## src/core/tcib_regs.svh

```systemverilog
`ifndef TCIB_REGS_SVH
`define TCIB_REGS_SVH
// Register offsets within the processor's 8-bit map (low byte of address)
`define TCIB_MEMCTL_ADDR 8'h13
`define TCIB_DATA_B3_ADDR 8'h14
`define TCIB_DATA_B2_ADDR 8'h15
`define TCIB_DATA_B1_ADDR 8'h16
`define TCIB_DATA_B0_ADDR 8'h17
`define TCIB_INT_STAT_ADDR 8'h0B
`define TCIB_INT_EN_ADDR 8'h0F
`define TCIB_TALLY_BASE 8'h4C
`define TCIB_TALLY_STRIDE 8'h10
// Memory control and interrupt fields
`define TCIB_MC_SOC_BIT 0
`define TCIB_MC_ROOM_BIT 1
`define TCIB_MC_FLUSH_N_BIT 2
`define TCIB_MC_XPRES_BIT 3
`define TCIB_MC_XRST_N_BIT 4
`define TCIB_INT_INS_BIT 4
`define TCIB_INT_EN_RST 8'h10
// Cell geometry and tally limit
`define TCIB_WORDS_PER_CELL 4'hE
`define TCIB_TALLY_MAX 32'hFFFF_FFFF
`endif

```

## src/core/tcib_pkg.sv

```systemverilog
package tcib_pkg;
    typedef enum logic [1:0] {
        TCIB_IDLE = 2'b00,
        TCIB_SEND = 2'b01
    } tcib_tx_state_t;
endpackage

```

## src/core/tcib_skid.sv

```systemverilog
`timescale 1ns/1ns
// Two-entry buffer; a receiver stall loses no word
module tcib_skid #(
    parameter int W = 32
) (
    // Clock and reset
    input wire logic clk_i,
    input wire logic srst_i,
    // Fill side
    input wire logic in_valid_i,
    output logic in_ready_o,
    input wire logic [W-1:0] in_data_i,
    input wire logic in_first_i,
    // Drain side
    output logic out_valid_o,
    input wire logic out_ready_i,
    output logic [W-1:0] out_data_o,
    output logic out_first_o
);
    typedef struct packed {
        logic [1:0][W:0] mem;
        logic [1:0] cnt;
        logic rd;
        logic wr;
    } tcib_skid_st_t;
    tcib_skid_st_t st_r, st_nxt;
    logic push;
    logic pop;
    always_comb begin
        st_nxt = st_r;
        push = in_valid_i && (st_r.cnt != 2'd2);
        pop = (st_r.cnt != 2'd0) && out_ready_i;
        if (push) begin
            st_nxt.mem[st_r.wr] = {in_first_i, in_data_i};
            st_nxt.wr = ~st_r.wr;
        end
        if (pop) begin
            st_nxt.rd = ~st_r.rd;
        end
        st_nxt.cnt = st_r.cnt + {1'b0, push} - {1'b0, pop};
    end
    always_ff @(posedge clk_i) begin
        if (srst_i) begin
            st_r <= '0;
        end else begin
            st_r <= st_nxt;
        end
    end
    assign in_ready_o = (st_r.cnt != 2'd2);
    assign out_valid_o = (st_r.cnt != 2'd0);
    assign out_data_o = st_r.mem[st_r.rd][W-1:0];
    assign out_first_o = st_r.mem[st_r.rd][W];
endmodule

```

## src/core/tcib_top.sv

```systemverilog
`timescale 1ns/1ns
`include "tcib_regs.svh"
module tcib_top
    import tcib_pkg::*;
#(
    parameter int NFILT = 4,
    parameter int DEPTH_CELLS = 2
) (
    // Clock and reset
    input wire logic clk_i,
    input wire logic srst_i,
    // Processor byte port
    input wire logic [7:0] addr_i,
    input wire logic wr_i,
    input wire logic rd_i,
    input wire logic [7:0] wdata_i,
    output logic [7:0] rdata_o,
    // Filter events
    input wire logic [NFILT-1:0] filt_hit_i,
    // Extraction side status
    input wire logic extract_cell_present_i,
    // Transmit path
    input wire logic transmit_user_cell_queue_empty_i,
    output logic [31:0] tx_data_o,
    output logic tx_valid_o,
    output logic tx_soc_o,
    input wire logic tx_ready_i,
    output logic int_n_o
);
    localparam int WORDS = DEPTH_CELLS * 14;
    localparam int AW = $clog2(WORDS);
    typedef struct packed {
        logic [NFILT-1:0][31:0] tally;
        logic [NFILT-1:0][31:0] snap;
        logic [WORDS-1:0][32:0] mem;
        logic [AW-1:0] wptr;
        logic [AW-1:0] rptr;
        logic [2:0] cells;
        logic [3:0] wcnt;
        logic [3:0] rcnt;
        logic [23:0] hold;
        logic soc_pend;
        logic flush_n;
        logic xrst_n;
        logic sts_ins;
        logic [5:0] int_en;
        tcib_tx_state_t state;
        logic [7:0] rdata;
        logic int_n;
    } tcib_st_t;
    tcib_st_t st_r, st_nxt;
    logic in_ready;
    logic in_valid;
    logic [31:0] out_data;
    logic out_first;
    logic out_valid;
    function automatic logic [AW-1:0] wrap(input logic [AW-1:0] p);
        return (p == AW'(WORDS - 1)) ? '0 : p + 1'b1;
    endfunction
    function automatic logic [2:0] tally_sel(input logic [7:0] a);
        logic [2:0] r;
        r = 3'b100;
        for (int f = 0; f < NFILT; f++) begin
            if (a[7:2] == 6'(({2'b0, `TCIB_TALLY_BASE} +
                f * `TCIB_TALLY_STRIDE) >> 2)) begin
                r = 3'(f);
            end
        end
        return r;
    endfunction
    logic [2:0] fsel;
    logic room;
    always_comb begin
        st_nxt = st_r;
        in_valid = 1'b0;
        fsel = tally_sel(addr_i);
        // Room means a whole cell fits; partial cells count as occupied
        room = (st_r.cells + (st_r.wcnt != 4'd0 ? 3'd1 : 3'd0))
            < 3'(DEPTH_CELLS);
        // Tallies count; a read clear of a counting cycle keeps the event
        for (int f = 0; f < NFILT; f++) begin
            if (rd_i && fsel == 3'(f) && addr_i[1:0] == 2'b11) begin
                st_nxt.tally[f] = {31'd0, filt_hit_i[f]};
            end else if (rd_i && fsel == 3'(f) && addr_i[1:0] == 2'b00) begin
                st_nxt.snap[f] = st_r.tally[f];
            end
            if (filt_hit_i[f] && st_r.tally[f] != `TCIB_TALLY_MAX &&
                !(rd_i && fsel == 3'(f) && addr_i[1:0] == 2'b11)) begin
                st_nxt.tally[f] = st_r.tally[f] + 32'd1;
            end
        end
        // Read data
        st_nxt.rdata = 8'h00;
        if (rd_i) begin
            if (fsel != 3'b100) begin
                unique case (addr_i[1:0])
                    2'b00: st_nxt.rdata = st_r.tally[fsel][31:24];
                    2'b01: st_nxt.rdata = st_r.snap[fsel][23:16];
                    2'b10: st_nxt.rdata = st_r.snap[fsel][15:8];
                    2'b11: st_nxt.rdata = st_r.snap[fsel][7:0];
                endcase
            end else if (addr_i == `TCIB_MEMCTL_ADDR) begin
                st_nxt.rdata = {3'b000, st_r.xrst_n, extract_cell_present_i,
                    st_r.flush_n, room, st_r.soc_pend};
            end else if (addr_i == `TCIB_INT_STAT_ADDR) begin
                st_nxt.rdata = 8'h00;
                st_nxt.rdata[`TCIB_INT_INS_BIT] = st_r.sts_ins;
                st_nxt.sts_ins = 1'b0;
            end else if (addr_i == `TCIB_INT_EN_ADDR) begin
                st_nxt.rdata = {2'b00, st_r.int_en};
            end
        end
        // Host writes
        if (wr_i) begin
            if (addr_i == `TCIB_MEMCTL_ADDR) begin
                st_nxt.flush_n = wdata_i[`TCIB_MC_FLUSH_N_BIT];
                st_nxt.xrst_n = wdata_i[`TCIB_MC_XRST_N_BIT];
                if (wdata_i[`TCIB_MC_SOC_BIT]) begin
                    st_nxt.soc_pend = 1'b1;
                    st_nxt.wcnt = 4'd0;
                end
            end else if (addr_i == `TCIB_INT_EN_ADDR) begin
                st_nxt.int_en = wdata_i[5:0];
            end else if (addr_i == `TCIB_DATA_B3_ADDR) begin
                st_nxt.hold[23:16] = wdata_i;
            end else if (addr_i == `TCIB_DATA_B2_ADDR) begin
                st_nxt.hold[15:8] = wdata_i;
            end else if (addr_i == `TCIB_DATA_B1_ADDR) begin
                st_nxt.hold[7:0] = wdata_i;
            end else if (addr_i == `TCIB_DATA_B0_ADDR && st_r.flush_n &&
                (st_r.wcnt != 4'd0 || room)) begin
                // Byte 0 completes the 32-bit word; words beyond room drop
                st_nxt.mem[st_r.wptr] = {st_r.soc_pend || st_r.wcnt == 4'd0,
                    st_r.hold, wdata_i};
                st_nxt.wptr = wrap(st_r.wptr);
                st_nxt.soc_pend = 1'b0;
                if (st_r.wcnt == `TCIB_WORDS_PER_CELL - 4'd1) begin
                    st_nxt.wcnt = 4'd0;
                    st_nxt.cells = st_nxt.cells + 3'd1;
                end else begin
                    st_nxt.wcnt = st_r.wcnt + 4'd1;
                end
            end
        end
        // Drain a whole cell into the outbound path when users are idle
        unique case (st_r.state)
            TCIB_IDLE: begin
                if (st_r.cells != 3'd0 && transmit_user_cell_queue_empty_i) begin
                    st_nxt.state = TCIB_SEND;
                    st_nxt.rcnt = 4'd0;
                end
            end
            TCIB_SEND: begin
                if (in_ready) begin
                    in_valid = 1'b1;
                    st_nxt.rptr = wrap(st_r.rptr);
                    st_nxt.rcnt = st_r.rcnt + 4'd1;
                    if (st_r.rcnt == `TCIB_WORDS_PER_CELL - 4'd1) begin
                        st_nxt.state = TCIB_IDLE;
                        st_nxt.cells = st_nxt.cells - 3'd1;
                        st_nxt.sts_ins = 1'b1;
                    end
                end
            end
        endcase
        // Flush while the active-low bit is low empties the cell store and returns to idle; words already in the skid buffer stay
        if (!st_r.flush_n) begin
            st_nxt.wptr = '0;
            st_nxt.rptr = '0;
            st_nxt.cells = 3'd0;
            st_nxt.wcnt = 4'd0;
            st_nxt.state = TCIB_IDLE;
        end
        st_nxt.int_n = !(st_nxt.sts_ins && st_r.int_en[`TCIB_INT_INS_BIT]);
    end
    always_ff @(posedge clk_i) begin
        if (srst_i) begin
            st_r <= '0;
            st_r.flush_n <= 1'b1;
            st_r.xrst_n <= 1'b1;
            st_r.int_en <= 6'(`TCIB_INT_EN_RST);
            st_r.int_n <= 1'b1;
            st_r.state <= TCIB_IDLE;
        end else begin
            st_r <= st_nxt;
        end
    end
    tcib_skid #(
        .W(32)
    ) u_skid (
        .clk_i(clk_i),
        .srst_i(srst_i),
        .in_valid_i(in_valid),
        .in_ready_o(in_ready),
        .in_data_i(st_r.mem[st_r.rptr][31:0]),
        .in_first_i(st_r.mem[st_r.rptr][32]),
        .out_valid_o(out_valid),
        .out_ready_i(tx_ready_i || !tx_valid_o),
        .out_data_o(out_data),
        .out_first_o(out_first)
    );
    // Output register stage so each port comes from a flip-flop
    always_ff @(posedge clk_i) begin
        if (srst_i) begin
            tx_valid_o <= 1'b0;
            tx_data_o <= 32'h0000_0000;
            tx_soc_o <= 1'b0;
        end else if (tx_ready_i || !tx_valid_o) begin
            tx_valid_o <= out_valid;
            tx_data_o <= out_data;
            tx_soc_o <= out_first && out_valid;
        end
    end
    assign rdata_o = st_r.rdata;
    assign int_n_o = st_r.int_n;
endmodule
```

## config.mk

```make
export PLATFORM = sky130hd
export DESIGN_NAME = tcib_top
export DESIGN_NICKNAME = d
export VERILOG_FILES = /design/src/core/tcib_pkg.sv /design/src/core/tcib_skid.sv /design/src/core/tcib_top.sv
export VERILOG_INCLUDE_DIRS = /design/src /design/src/core
export SDC_FILE = /design/constraint.sdc
export NUM_CORES = 2
export LEC_CHECK = 0
export ABC_CLOCK_PERIOD_IN_PS = 7000
export BUFFER_PORTS_ARGS = -buffer_cell sky130_fd_sc_hd__buf_2
export CORE_MARGIN = 1
export CORE_UTILIZATION = 45
export DETAILED_ROUTE_END_ITERATION = 10
export GPL_TIMING_DRIVEN = 0
export REMOVE_ABC_BUFFERS = 1
export SLEW_MARGIN = 20
export SYNTH_ARGS = -nofsm -noshare
export SYNTH_HDL_FRONTEND = slang
export SYNTH_SLANG_ARGS = --single-unit
```

## constraint.sdc

```tcl
create_clock -name clk_i -period 7 [get_ports clk_i]
set_clock_uncertainty 0.15 [all_clocks]
set_input_delay 1.75 -clock clk_i [delete_from_list [all_inputs] [get_ports clk_i]]
set_output_delay 1.75 -clock clk_i [all_outputs]
set_load 0.02 [all_outputs]
```

* Word-level counts from Yosys, hierarchy flattened
Index checks and enable logic that the tools add are counted.
** Word-level totals
- Register bits :: 1350
- Input port bits :: 27
- Output and inout port bits :: 43
** Cells by class
- Add/subtract/negate cells :: 13
- Order comparisons :: 8
- Eq/ne operators :: 36
- Muxes and demuxes :: 71
- Bitwise logic cells :: 13
- Reduce and logical (&&, ||, !) cells :: 66
** Operator list (count)
- bitwise mux 924 bit :: 1
- two-way mux 32 bit :: 9
- binary-select mux 33 bit (select 5 bit) :: 1
- demux 33 bit (select 5 bit) :: 1
- two-way mux 33 bit :: 5
- adder 32 x 1 -> 32 bit (second input constant) :: 4
- binary-select mux 32 bit (select 2 bit) :: 2
- != test 32 bit (second input constant) :: 4
- bitwise mux 66 bit :: 1
- two-way mux 7 bit :: 6
- == test 8 x 5 -> 1 bit (second input constant) :: 5
- demux 33 bit (select 1 bit) :: 1
- one-hot mux 8 bit (4 select lines) :: 1
- logical AND 1 bit :: 29
- two-way mux 3 bit :: 9
- == test 6 x 5 -> 1 bit (second input constant) :: 4
- two-way mux 24 bit :: 1
- two-way mux 4 bit :: 5
- two-way mux 6 bit :: 3
- != test 2 bit (second input constant) :: 9
- two-way mux 1 bit :: 17
- == test 8 x 4 -> 1 bit (second input constant) :: 2
- AND reduction 2 bit :: 7
- AND reduction 7 bit :: 2
- 39 further kinds :: 78

* Depth between registers and ports, before layout
- Depth in word-level cells :: 17
- Mapped depth :: 16

* By module
From an unflattened synthesis, not the netlist that was laid out.
** Second synthesis, totals
- Cell total of the unflattened synthesis :: 7024
- Area, all modules :: 58817.7 µm²
** By module, submodules not included
- tcib_top :: times used 1, cells an instance 6642, area each 55275.5 µm², sequential area each 24963.9 µm²
- tcib_skid :: times used 1, cells an instance 382, area each 3542.1 µm², sequential area each 1401.3 µm²

* Worst setup path before layout
Ideal clock, no wire load.
- Kind :: input to register
- From :: input addr_i[5]
- To :: register st_r[55] (netlist name)
- Arrival :: 3521 ps
- Slack :: 3202 ps
- Stages :: 11
- Buffers on the path :: 1
- Cell sequence :: nor4b_4 and3_2 nand4_4 buf_6 nor2_2 xnor2_1 ha_1 nand2_1 xor2_1 xnor2_1 nor2_1
** Between the ends
- Word-level cells in the longest chain between the ends :: 14
** RTL lines
- from (decl) :: line tcib_top.sv:13 : input wire logic [7:0] addr_i,
- == test 8 x 5 -> 1 bit (no source line)
- logical AND 1 bit (2 in a row) :: line tcib_top.sv:130 : end else if (addr_i == `TCIB_DATA_B0_ADDR && st_r.flush_n &&
- two-way mux 7 bit :: line tcib_top.sv:130
- two-way mux 7 bit :: line tcib_top.sv:128 : end else if (addr_i == `TCIB_DATA_B1_ADDR) begin
- two-way mux 7 bit :: line tcib_top.sv:126 : end else if (addr_i == `TCIB_DATA_B2_ADDR) begin
- two-way mux 7 bit :: line tcib_top.sv:124 : end else if (addr_i == `TCIB_DATA_B3_ADDR) begin
- two-way mux 7 bit :: line tcib_top.sv:122 : end else if (addr_i == `TCIB_INT_EN_ADDR) begin
- two-way mux 3 bit * :: line tcib_top.sv:115 : if (addr_i == `TCIB_MEMCTL_ADDR) begin
- two-way mux 7 bit * :: line tcib_top.sv:114 : if (wr_i) begin
- subtractor 3 x 1 -> 3 bit :: line tcib_top.sv:160 : st_nxt.cells = st_nxt.cells - 3'd1;
- two-way mux 3 bit :: line tcib_top.sv:158 : if (st_r.rcnt == `TCIB_WORDS_PER_CELL - 4'd1) begin
- two-way mux 3 bit :: line tcib_top.sv:154 : if (in_ready) begin
- two-way mux 3 bit * :: line tcib_top.sv:146 : unique case (st_r.state)
- to (signal assigned) :: line tcib_top.sv:185 : st_r <= st_nxt;
- to (decl) :: line tcib_top.sv:51 : tcib_st_t st_r, st_nxt;
Mark *: on every way between the ends. The rest lies on a longest branch, timed or not. The select of a mux whose other input is x is not followed.
A chain may end at the register's enable or synchronous reset.

==> results.txt <==
crit path cell chain: buf_12 > buf_16 > buf_16 > buf_16 > buf_16 > nor2_1 > nand2_1 > o21ai_0
CP max stage delay: 830 ps
Final Total Pwr: 16.3 mW
Syn Inst Count: 6,899
worst skew pair latency: 800 ps
CORE AREA: 126,000 µm²
Post-CTS Setup Repair Bufs: 0
CP dominant cell by count: buf_16
Final Hold Fails: 0
VDD IR max: 253 µV
count leader, synth: nand2_1
post_cts resized: 0
Mean Syn Cell Area: 8.35 µm²
LEAKAGE: 20.4 nW
# setup viols final: 0
GRT met3 Usage: 0.0435
layout cells sized above 1: 0.114
CP max-delay cell: nand2_1
DRT iter0 DRCs: 5,109
Slew headroom: 0.253
Commonest cells post-synth: nand2_1, dfxtp_1, a21oi_1
vias in the first global route: 45.4k
first-pass GRT wire length: 275,000 µm
First-pass DRT Iterations: 9
Req. time, crit path: 7460 ps
DRT Wirelength: 180,000 µm
TritonCTS clock tree: done
Finished Core Util: 0.514
Post-synth EDFFs: 0
Ys Warns: 0
drt drc: 0
DIE AREA: 129,000 µm²
ranking of synthesized cells by area: dfxtp_1, nand2_1, a21oi_1
Hold WS: 297 ps
Netlist cell types: 73
MaxCap Viol Count: 0
post-layout net count: 6,662
Clk pin slew, worst setup/hold paths: 50 ps
met1 Usage GRT: 0.360
Fmax achieved: 0.195 GHz
HPWL Detailed: 114,000 µm
Final ANT Viol Nets: 0
Worst-Margin Slew: 1120 ps
Die Y: 360 µm
Fill cells: 11.7k
DIE WIDTH: 360 µm
Final Wtd Congestion: 0.893
synthesis-stage register bit count: 1,317
starting density of the core: 0.456
Global Route Usage Sum: 0.270
P&R area growth vs syn: 12.7%
GRT Max-Usage Layer: met2
Num CTS Buffers: 144
initial antenna violation count: 7
largest area contributor in the netlist: dfxtp_1
row count: 130
IO buf count: 69
largest net degree at the start of global routing: 161
io pins: 70
clk sinks: 1,317
ys flop type: dfxtp_1
netlist area before placement: 57,600 µm²
met2 global-route usage: 0.441
CP Class: input port to flip-flop
Setup crit start kind: input port
status: finished, final reports clean
grt total ovfl: 0
crit end category: flip-flop
Slew Viols, Final: 0
hold buffers post-CTS: 0
post-synth top area share: 0.458
root buffer cell: clkbuf_16
Bufs on Longest Clock Path: 3
Final Cycle Share: 0.731
WP data arrival: 5580 ps
unrepaired setup endpoints after global routing: false
Power Dens Cells: 252 nW/µm²
Layout Cells excl Fill: 8,387
sequential area share after synthesis: 0.458
Post-Route Setup TNS: 0 ps
Worst Path Max Fanout: 160
Post-Place Cells: 8,118
via count: 48.5k
Post-synth ARST share: 0
Hold Path Class: flip-flop to flip-flop
Tmin final: 5120 ps
Wirelength per Cell: 21.5 µm
via/cell ratio: 5.78
H-tree levels: 4
[layout by cell type, fill, tap and decap left out, types with 58 or more instances in the layout]
master	Yosys	routed
nand2_1	2204	2200
dfxtp_1	1317	1287
a21oi_1	1054	1053
mux2i_1	264	264
nor2_1	238	235
o21ai_0	179	176
mux4_2	169	169
clkbuf_16	0	146
a211oi_1	75	75
nand3_1	75	70
buf_2	181	68
buf_8	0	59
xor2_1	58	58
[logic make-up after synthesis]
group                    after synthesis  synth area share
XOR/XNOR                             103            0.0159
buffers and inverters                668            0.0569
flip-flops                          1317             0.458
AND/OR/NAND/NOR                     2858             0.210
AO/OA/AOI/OAI                       1478             0.139
multiplexers                         455             0.116
adder cells (fa/ha/maj)               20           0.00435
[area by class of cell]
class / count / area, µm² / area share
Timing Repair Buffer: 204 / 2880 / 0.0443
Sequential cell: 1317 / 26400 / 0.407
Multi-Input combinational cell: 4914 / 28200 / 0.434
Clock buffer: 201 / 4210 / 0.0649
Clock inverter: 63 / 1040 / 0.0160
Inverter: 34 / 128 / 0.00197
Antenna cell: 4 / 10.0 / 0.000154
Tap cell: 1650 / 2060 / 0.0318
[where the power goes]
group	leakage (nW)	total [mW]	switching (mW)	internal, mW
Combinational	7.17	0.456	0.333	0.123
Sequential	10.6	7.55	0.0317	7.52
Clock	2.58	8.34	3.32	5.02
[per-layer routing]
metal,up-vias,part of all wire
li1,22832,-
met4,2,0.034
met1,23495,0.42
met2,1775,0.47
met5,-,0.000072
met3,355,0.073
[critical path, delay by kind of cell]
kind / cells / cell delay (ps)
buf+inv: 5 / 2180
simple gates: 2 / 930
compound gates: 1 / 220
[stage by stage]
step / setup slack, ps / area (µm²)
after floorplan: -2930 / 54400
after global placement: -21090 / 56800
after detailed placement: 1030 / 59600
after CTS: 1870 / 64900
after global routing: 1530 / 64900
final: 1880 / 64900
[final timing paths]
kind	end	slack (ps)	startpoint	cells past startpoint
setup / recovery	u_skid.st_r[43]	1880	srst_i	8
hold / removal	st_r[133]	300	st_r[133]	2
setup reg to reg	u_skid.st_r[21]	2500	st_r[56]	12
hold reg to reg	st_r[133]	300	st_r[133]	2
[registers in the layout, summed over array words and instances, names as in the netlist]
signal and cells:
st_r 1204, rdata_o 8, u_skid.st_r 70, int_n_o 1, tx_valid_o 1, tx_data_o 32
tx_soc_o 1
(Power assumes the default switching activity.)
